[src/gsr_pkg.sv]
// shared constants and types of the global interrupt shared register block
package gsr_pkg;
  localparam int NUM_SRC = 32;
  localparam int NUM_VP = 4;
  localparam int NUM_LINES = 6;
  localparam int ADDR_W = 16;
  localparam int DATA_W = 32;
  // register byte offsets
  localparam logic [15:0] OFS_CONFIG = 16'h0000;
  localparam logic [15:0] OFS_CNT_LO = 16'h0010;
  localparam logic [15:0] OFS_CNT_HI = 16'h0014;
  localparam logic [15:0] OFS_REVISION = 16'h0020;
  localparam logic [15:0] OFS_POLARITY = 16'h0100;
  localparam logic [15:0] OFS_TRIGGER = 16'h0180;
  localparam logic [15:0] OFS_DUAL_EDGE = 16'h0200;
  localparam logic [15:0] OFS_EDGE_MSG = 16'h0280;
  localparam logic [15:0] OFS_MASK_CLR = 16'h0300;
  localparam logic [15:0] OFS_MASK_SET = 16'h0380;
  localparam logic [15:0] OFS_MASK_STAT = 16'h0400;
  localparam logic [15:0] OFS_PENDING = 16'h0480;
  localparam logic [15:0] OFS_DEBUG_SEND = 16'h0700;
  // route tables, one word per source, selected by addr[15:7]
  localparam logic [8:0] PAGE_PIN_ROUTE = 9'h00a;
  localparam logic [8:0] PAGE_VP_ROUTE = 9'h00c;
  // field positions
  localparam int EDGE_MSG_SET_BIT = 31;
  localparam int EDGE_MSG_IDX_LSB = 0;
  localparam int EDGE_MSG_IDX_W = 8;
  localparam int DEBUG_SEND_BIT = 0;
  localparam int PIN_ROUTE_W = 3;
  localparam logic [2:0] PIN_NMI = 3'h6;
  localparam int CFG_SRC_LSB = 0;
  localparam int CFG_VP_LSB = 16;
  // values
  localparam logic [7:0] CFG_SRC_FIELD = 8'h1f;
  localparam logic [7:0] CFG_VP_FIELD = 8'h03;
  localparam logic [31:0] REVISION_DEFAULT = 32'h0000_0100;
  localparam logic [63:0] CNT_STEP = 64'h1;
  localparam logic [31:0] READ_ZERO = 32'h0;

  typedef struct packed {
    logic valid;
    logic write;
    logic [ADDR_W-1:0] addr;
    logic [DATA_W-1:0] wdata;
  } gsr_req_t;

  typedef struct packed {
    logic [NUM_SRC-1:0] sync1;
    logic [NUM_SRC-1:0] sync2;
    logic [NUM_SRC-1:0] prev;
    logic [NUM_SRC-1:0] pol;
    logic [NUM_SRC-1:0] trig;
    logic [NUM_SRC-1:0] dual;
    logic [NUM_SRC-1:0] mask;
    logic [NUM_SRC-1:0] edge_det;
    logic [NUM_SRC-1:0][PIN_ROUTE_W-1:0] pin;
    logic [NUM_SRC-1:0][NUM_VP-1:0] vp;
    logic [63:0] count;
    logic dint;
    logic group;
    logic [NUM_VP-1:0] pdbg;
    logic [NUM_VP-1:0][NUM_LINES-1:0] ints;
    logic [NUM_VP-1:0] nmi;
    logic [DATA_W-1:0] rdata;
    logic rvalid;
    logic unmapped_rd;
  } gsr_state_t;
endpackage

[src/gsr_shared_regs.sv]
// shared register section of the global interrupt controller
`timescale 1ns/1ps
module gsr_shared_regs #(
  // arbitrary value, not tied to any real part
  parameter logic [31:0] REVISION_ID = gsr_pkg::REVISION_DEFAULT
) (
  input wire logic i_clock,
  input wire logic i_rst_n,
  input wire gsr_pkg::gsr_req_t i_req,
  input wire logic [gsr_pkg::NUM_SRC-1:0] i_src,
  input wire logic [gsr_pkg::NUM_VP-1:0] i_debug_part,
  output logic [gsr_pkg::DATA_W-1:0] o_rdata,
  output logic o_rvalid,
  output logic [gsr_pkg::NUM_VP-1:0][gsr_pkg::NUM_LINES-1:0] o_int,
  output logic [gsr_pkg::NUM_VP-1:0] o_nmi,
  output logic o_group_debug,
  output logic [gsr_pkg::NUM_VP-1:0] o_proc_debug
);
  import gsr_pkg::*;

  gsr_state_t state_r;
  gsr_state_t state_nxt;
  logic [NUM_SRC-1:0] ev_set;
  logic [NUM_SRC-1:0] pend_w;
  logic [NUM_SRC-1:0] act_w;
  logic wr;
  logic rd;
  logic aligned;
  logic [8:0] page;
  logic [4:0] tidx;
  logic [EDGE_MSG_IDX_W-1:0] msg_idx;

  // request decode; only word aligned addresses map anywhere
  // whole word access
  assign aligned = (i_req.addr[1:0] == 2'h0);
  assign wr = i_req.valid & i_req.write & aligned;
  assign rd = i_req.valid & ~i_req.write;
  assign page = i_req.addr[15:7];
  // one word per source, 32 words to a page
  assign tidx = i_req.addr[6:2];
  assign msg_idx = i_req.wdata[EDGE_MSG_IDX_LSB +: EDGE_MSG_IDX_W];

  // per-source edge detection and pending view
  // limitation: a pin pulse shorter than a clock may be lost
  genvar s;
  generate
    for (s = 0; s < NUM_SRC; s++) begin : g_src
      logic rise;
      logic fall;
      assign rise = state_r.sync2[s] & ~state_r.prev[s];
      assign fall = ~state_r.sync2[s] & state_r.prev[s];
      assign ev_set[s] = state_r.trig[s] & (state_r.dual[s] ? (rise | fall)
                         : (state_r.pol[s] ? rise : fall));
      assign pend_w[s] = state_r.trig[s] ? state_r.edge_det[s]
                         : ~(state_r.sync2[s] ^ state_r.pol[s]);
      assign act_w[s] = pend_w[s] & state_r.mask[s];
    end
  endgenerate

  // next state: sync, counter, register writes, reads and outputs
  always_comb begin
    state_nxt = state_r;
    // sync1 feeds only sync2; edges are seen on sync2 against prev
    state_nxt.sync1 = i_src;
    state_nxt.sync2 = state_r.sync1;
    state_nxt.prev = state_r.sync2;
    // free running counter, software may load it
    state_nxt.count = state_r.count + CNT_STEP;
    // every read answers a cycle later, mapped or not
    state_nxt.rvalid = rd;
    state_nxt.rdata = READ_ZERO;
    state_nxt.unmapped_rd = 1'b0;
    if (wr) begin
      case (i_req.addr)
        OFS_CNT_LO: state_nxt.count[31:0] = i_req.wdata;
        OFS_CNT_HI: state_nxt.count[63:32] = i_req.wdata;
        OFS_POLARITY: state_nxt.pol = i_req.wdata;
        OFS_TRIGGER: state_nxt.trig = i_req.wdata;
        OFS_DUAL_EDGE: state_nxt.dual = i_req.wdata;
        // message sets or clears one edge bit
        OFS_EDGE_MSG: begin
          if (msg_idx < EDGE_MSG_IDX_W'(NUM_SRC)) begin
            state_nxt.edge_det[msg_idx[4:0]] =
              i_req.wdata[EDGE_MSG_SET_BIT];
          end
        end
        OFS_MASK_CLR: state_nxt.mask = state_r.mask & ~i_req.wdata;
        OFS_MASK_SET: state_nxt.mask = state_r.mask | i_req.wdata;
        OFS_DEBUG_SEND: state_nxt.dint = i_req.wdata[DEBUG_SEND_BIT];
        default: begin
          if (page == PAGE_PIN_ROUTE) begin
            state_nxt.pin[tidx] = i_req.wdata[PIN_ROUTE_W-1:0];
          end
          if (page == PAGE_VP_ROUTE) begin
            state_nxt.vp[tidx] = i_req.wdata[NUM_VP-1:0];
          end
        end
      endcase
    end
    // a new edge beats a message clear in the same cycle
    state_nxt.edge_det = state_nxt.edge_det | ev_set;
    // read mux from current state; unused bits read zero
    // zero fields read zero
    if (rd) begin
      if (!aligned) begin
        state_nxt.unmapped_rd = 1'b1;
      end else begin
        case (i_req.addr)
          OFS_CONFIG: begin
            state_nxt.rdata[CFG_SRC_LSB +: 8] = CFG_SRC_FIELD;
            state_nxt.rdata[CFG_VP_LSB +: 8] = CFG_VP_FIELD;
          end
          OFS_CNT_LO: state_nxt.rdata = state_r.count[31:0];
          OFS_CNT_HI: state_nxt.rdata = state_r.count[63:32];
          OFS_REVISION: state_nxt.rdata = REVISION_ID;
          OFS_POLARITY: state_nxt.rdata = state_r.pol;
          OFS_TRIGGER: state_nxt.rdata = state_r.trig;
          OFS_DUAL_EDGE: state_nxt.rdata = state_r.dual;
          OFS_MASK_STAT: state_nxt.rdata = state_r.mask;
          OFS_PENDING: state_nxt.rdata = pend_w;
          OFS_EDGE_MSG, OFS_MASK_CLR, OFS_MASK_SET,
          OFS_DEBUG_SEND: state_nxt.rdata = READ_ZERO;
          default: begin
            if (page == PAGE_PIN_ROUTE) begin
              state_nxt.rdata[PIN_ROUTE_W-1:0] = state_r.pin[tidx];
            end else if (page == PAGE_VP_ROUTE) begin
              state_nxt.rdata[NUM_VP-1:0] = state_r.vp[tidx];
            end else begin
              state_nxt.unmapped_rd = 1'b1;
            end
          end
        endcase
      end
    end
    // route enabled pending sources to lines
    for (int v = 0; v < NUM_VP; v++) begin
      state_nxt.nmi[v] = 1'b0;
      state_nxt.ints[v] = '0;
      for (int k = 0; k < NUM_SRC; k++) begin
        if (act_w[k] && state_r.vp[k][v]) begin
          // code 7 parks a source on no line at all
          if (state_r.pin[k] == PIN_NMI) begin
            state_nxt.nmi[v] = 1'b1;
          end else if (state_r.pin[k] < 3'(NUM_LINES)) begin
            state_nxt.ints[v][state_r.pin[k]] = 1'b1;
          end
        end
      end
    end
    // group then each participating processor
    // the group level leads the cores by one cycle so
    // each core is gated by a settled group signal
    state_nxt.group = state_r.dint;
    state_nxt.pdbg = {NUM_VP{state_r.group}} & i_debug_part;
  end

  // one register for the whole state, cleared by the async reset
  // widths follow the source count
  always_ff @(posedge i_clock or negedge i_rst_n) begin
    if (!i_rst_n) begin
      state_r <= '0;
    end else begin
      state_r <= state_nxt;
    end
  end

  // every output is a state flop
  assign o_rdata = state_r.rdata;
  assign o_rvalid = state_r.rvalid;
  assign o_int = state_r.ints;
  assign o_nmi = state_r.nmi;
  assign o_group_debug = state_r.group;
  assign o_proc_debug = state_r.pdbg;
endmodule // gsr_shared_regs

[config.mk]
export PLATFORM = sky130hd
export DESIGN_NAME = gsr_shared_regs
export DESIGN_NICKNAME = d
export VERILOG_FILES = /design/src/gsr_pkg.sv /design/src/gsr_shared_regs.sv
export SDC_FILE = /design/constraint.sdc
export NUM_CORES = 2
export LEC_CHECK = 0
export BUFFER_PORTS_ARGS = -buffer_cell sky130_fd_sc_hd__buf_2
export CELL_PAD_IN_SITES_DETAIL_PLACEMENT = 1
export CELL_PAD_IN_SITES_GLOBAL_PLACEMENT = 1
export CORE_UTILIZATION = 50
export CTS_CLUSTER_SIZE = 24
export DETAILED_ROUTE_END_ITERATION = 8
export PLACE_DENSITY_LB_ADDON = 0.1
export RECOVER_POWER = 25
export SYNTH_ARGS = -nofsm -noshare
export SYNTH_HDL_FRONTEND = slang
export SYNTH_SLANG_ARGS = --single-unit
[constraint.sdc]
create_clock -name i_clock -period 4 [get_ports i_clock]
set_input_delay 0 -clock i_clock [delete_from_list [all_inputs] [get_ports i_clock]]
set_output_delay 0 -clock i_clock [all_outputs]
set_load 0.05 [all_outputs]
==> flow_metrics.py, run 1 <==
metrics = {
    "floorplanning": {
        "die_y_um": 272,
        "rows": 98,
        "dieWidth_um": 272,
        "initial_utilization": 0.508,
        "ios": 154,
    },
    "synth": {
        "yosysUniqueCellTypes": 81,
        "synth_edf_count": 0,
        "syn_avg_cell_area_um2": 10.2,
        "netlist_instances": 3593,
        "synth_warnings": 0,
        "ys_ff_latch": 611,
        "synth_fp_nets": 3746,
        "synth_area_um2": 36600,
        "synth-seq-area-share": 0.418,
        "ys.flop_type": "dfrtp_1",
        "async_reset_ff_frac": 1.00,
    },
    "global_routing": {
        "grt_pass1_vias": 48900,
        "grt_max_degree": 109,
        "grt_pass1_wl_um": 410000,
        "globalRouteTotalUtil": 0.781,
        "grt_overflow": 174,
    },
    "run_status": {
        "status": "did not finish",
        "stop_stage": "global routing (5_1_grt)",
        "error": "[ERROR GRT-0116] Global routing finished with congestion. Check the congestion regions in the DRC Viewer.",
    },
    "place": {
        "io_buffers": 153,
        "gp_congestion": 1.37,
        "hpwl_um": 162000,
        "pre_cts_ws_ns": 0.920,
        "placed_area_um2": 39200,
    },
    "clock_network": {
        "post_cts_resized": 0,
        "cts_buffers": 69,
        "clk_path_buf_depth": 3,
        "cts-hold-fix-buffers": 84,
        "postCtsSetupRepairBufs": 0,
        "cts.sinks": 611,
        "htreeDepth": 3,
        "cts-root-buf": "clkbuf_16",
    },
}
through the flow:
stage	hold WS (ns)	instances
after global placement	0.0730	4605
after detailed placement	0.0964	4605
after floorplan	-0.296	3593
after CTS	0.000421	4812
cell families after synthesis:
kind of cell,count (synthesis),share of synthesized area
buf+inv,334,0.0421
mux,480,0.157
xor+xnor,89,0.0213
flops,611,0.418
compound gates,884,0.173
simple gates,1130,0.166
fa+ha+maj,65,0.0222
metal layers:
metal / GRT overflow / track usage
met1: 6 / 0.791
met2: 78 / 0.924
met5: 1 / 0.354
met4: 81 / 0.771
met3: 8 / 0.640
cells in the mapped netlist (all sizes together), types with 50 or more instances:
library cell | instances | area share
xnor2 | 60 | 0.014
o22a | 55 | 0.013
o22ai | 327 | 0.056
nand3b | 94 | 0.019
inv | 91 | 0.0093
nand2 | 305 | 0.031
dfrtp | 611 | 0.42
nand3 | 106 | 0.015
o221ai | 54 | 0.013
ha | 65 | 0.022
nand4 | 50 | 0.0086
nor3 | 75 | 0.011
o21ai | 81 | 0.011
mux2 | 398 | 0.12
a22oi | 72 | 0.015
clkbuf | 148 | 0.015
buf | 95 | 0.018
nor4 | 61 | 0.012
o2111ai | 110 | 0.026
nor2 | 192 | 0.020
==> run 2, diff against run 1 <==
CELL_PAD_IN_SITES_DETAIL_PLACEMENT = default   (was 1)
CELL_PAD_IN_SITES_GLOBAL_PLACEMENT = default   (was 1)
CORE_UTILIZATION = 35   (was 50)
CTS_CLUSTER_SIZE = default   (was 24)
PLACE_DENSITY_LB_ADDON = 0.15   (was 0.1)
==> run 2 against run 1 <==
Compared with the run above: the flow now finishes, with violations (design-rule violations, max-capacitance violations, max-slew violations); synthesized cell count stayed put; area after synthesis stayed put.
==> flow_metrics.py, run 2 <==
metrics = {
    "floorplanning": {
        "dieWidth_um": 325,
        "ios": 154,
        "rows": 118,
        "initial_utilization": 0.353,
        "core_area_um2": 103000,
        "die_y_um": 325,
        "die_area_um2": 106000,
    },
    "synth": {
        "synth_warnings": 0,
        "synth_most_common_cell": "dfrtp_1",
        "synth_area_um2": 36600,
        "ys_ff_latch": 611,
        "ys.flop_type": "dfrtp_1",
        "syn_avg_cell_area_um2": 10.2,
        "synthTopCellsByArea": "dfrtp_1 42%, mux2_2 12%, o22ai_1 5.6%, nand2_1 3.1%, o2111ai_1 2.6%",
        "synth_edf_count": 0,
        "netlist_instances": 3593,
        "synth_common_cells": "611 x dfrtp_1, 391 x mux2_2, 327 x o22ai_1",
        "yosysUniqueCellTypes": 81,
        "synth_fp_nets": 3746,
        "synth-seq-area-share": 0.418,
        "async_reset_ff_frac": 1.00,
        "yosysTopAreaCellShare": 0.418,
        "synth.largest_area_cell": "dfrtp_1",
    },
    "place": {
        "io_buffers": 153,
        "hpwl_um": 166000,
        "gp_congestion": 1.18,
    },
    "clock_network": {
        "cts-hold-fix-buffers": 113,
        "post_cts_resized": 0,
        "path_clk_slew_ns": 0.08,
        "htreeDepth": 3,
        "cts-root-buf": "clkbuf_16",
        "cts_tree": "built",
        "clk_latency_ns": 0.69,
        "cts.sinks": 611,
        "cts_buffers": 75,
        "postCtsSetupRepairBufs": 0,
        "clk_path_buf_depth": 3,
    },
    "power": {
        "p_leak_nw": 17.4,
        "power_density_nw_per_um2": 324,
        "peakVddDrop_v": 0.000331,
    },
    "timing": {
        "worstMarginPinSlew_ns": 2.34,
        "period_minus_slack_ns": 3.35,
        "fin_crit_sh": 0.837,
        "tns_ns": 0,
        "finalMaxSlewViolations": 161,
        "setup_violations": 0,
        "max_freq_ghz": 0.299,
        "worst_clock_skew_ns": 0.0554,
        "hold_violations": 0,
        "slew_headroom": -0.560,
        "rsz0062_at_grt": "no",
        "hold_ws_ns": 0.00905,
    },
    "final_layout": {
        "drive_above_1_share": 0.268,
        "final_net_count": 4006,
        "final_common_cell": "dfrtp_1",
        "syn_to_final_growth_pct": 19.2,
        "nFillCells": 10100,
        "regArea_um2": 15300,
        "multi_input_area_um2": 20500,
        "final_cell_mix": "611 x dfrtp_1, 391 x mux2_2, 327 x o22ai_1",
    },
    "route": {
        "dr_total_vias": 37900,
        "wl_um": 236000,
        "viasPerCell": 7.13,
        "drtIter0Drc": 5832,
        "antenna_left": 0,
        "drc": 54,
        "wl_per_cell_um": 44.5,
        "dr.pass1.iters": 9,
    },
    "run_status": {
        "status": "finished with violations",
        "violations": "design-rule violations, max-capacitance violations, max-slew violations",
    },
    "global_routing": {
        "grt_overflow": 0,
        "antenna_found_initial": 33,
        "grt_pass1_vias": 35200,
        "globalRouteTotalUtil": 0.438,
        "grt_max_degree": 150,
        "grt_pass1_wl_um": 317000,
    },
    "critical_path": {
        "crit_arrival_ns": 3.90,
        "worstSetupPathType": "flip-flop to flip-flop",
        "worstSetupEndpointType": "flip-flop",
        "worst-path-max-fanout": 7,
        "critPathRequiredTime_ns": 4.55,
        "startpoint_type": "flip-flop",
    },
    "job": {
        "drv_cap": 7,
    },
    "min_path": {
        "holdCritPathClass": "primary input to flip-flop",
    },
}
## run 2: cell counts after synthesis
No cell type changed its count.
## run 2: area by class of cell
class / count / area share
multi-input combinational: 2648 / 0.470
sequential: 611 / 0.351
timing repair buffer: 426 / 0.0732
clock buffer: 101 / 0.0493
tap: 1380 / 0.0396
clock inverter: 28 / 0.00787
inverter: 91 / 0.00784
antenna: 31 / 0.00178
## run 2: cells by family after synthesis
logic type | after synthesis | synth area share
fa+ha+maj | 65 | 0.0222
mux | 480 | 0.157
xor+xnor | 89 | 0.0213
simple gates | 1130 | 0.166
compound gates | 884 | 0.173
flops | 611 | 0.418
buf+inv | 334 | 0.0421
## run 2: final timing paths
| kind | from | to | slack (ns) | cells after the start |
|---|---|---|---|---|
| worst max-delay path | state_nxt[528] | o_int[18] | 0.65 | 6 |
| min in group asynchronous | i_rst_n | asynchronous set/reset pin | 0.77 | 3 |
| worst max register to register | state_nxt[528] | o_int[18] | 0.65 | 6 |
| worst min register to register | state_nxt[551] | state_nxt[519] | 0.34 | 0 |
| max in group asynchronous | i_rst_n | o_rdata[6] | 1.04 | 3 |
| worst min-delay path | i_req[2] | state_r[387] | 0.009 | 5 |
## run 2: power breakdown
group / leakage (nW) / switching [mW] / internal [mW]
Sequential: 8.12 / 0.0458 / 6.24
Combinational: 8.09 / 0.530 / 0.244
Clock: 1.21 / 2.96 / 4.10
## run 2: per-stage QoR
step / util / instance area, µm² / instances / setup WS [ns] / power, mW
after floorplan: - / 36600 / 3593 / 1.61 / 6.65
after global placement: 0.386 / 39900 / 5043 / 0.892 / 7.07
after detailed placement: 0.386 / 39900 / 5043 / 0.918 / 7.08
after CTS: 0.421 / 43500 / 5285 / 0.904 / 14.2
after global routing: 0.420 / 43500 / 5288 / 0.519 / 14.5
final: 0.421 / 43600 / 5316 / 0.651 / 14.1
## run 2: routing by layer
metal  track usage  wire [µm]
met1         0.537      90700
met2         0.610      96300
met3         0.191      28800
met4         0.310      20400
met5        0.0154        273
## run 2: critical path, stage by stage (launching register included)
cell	delay (ns)
dfrtp_1	0.42
xnor2_1	0.30
o2111ai_2	1.28
o22a_1	0.29
o221ai_1	0.10
or3_1	0.33
or4_1	0.49
Power figures use the tool's default switching activity.
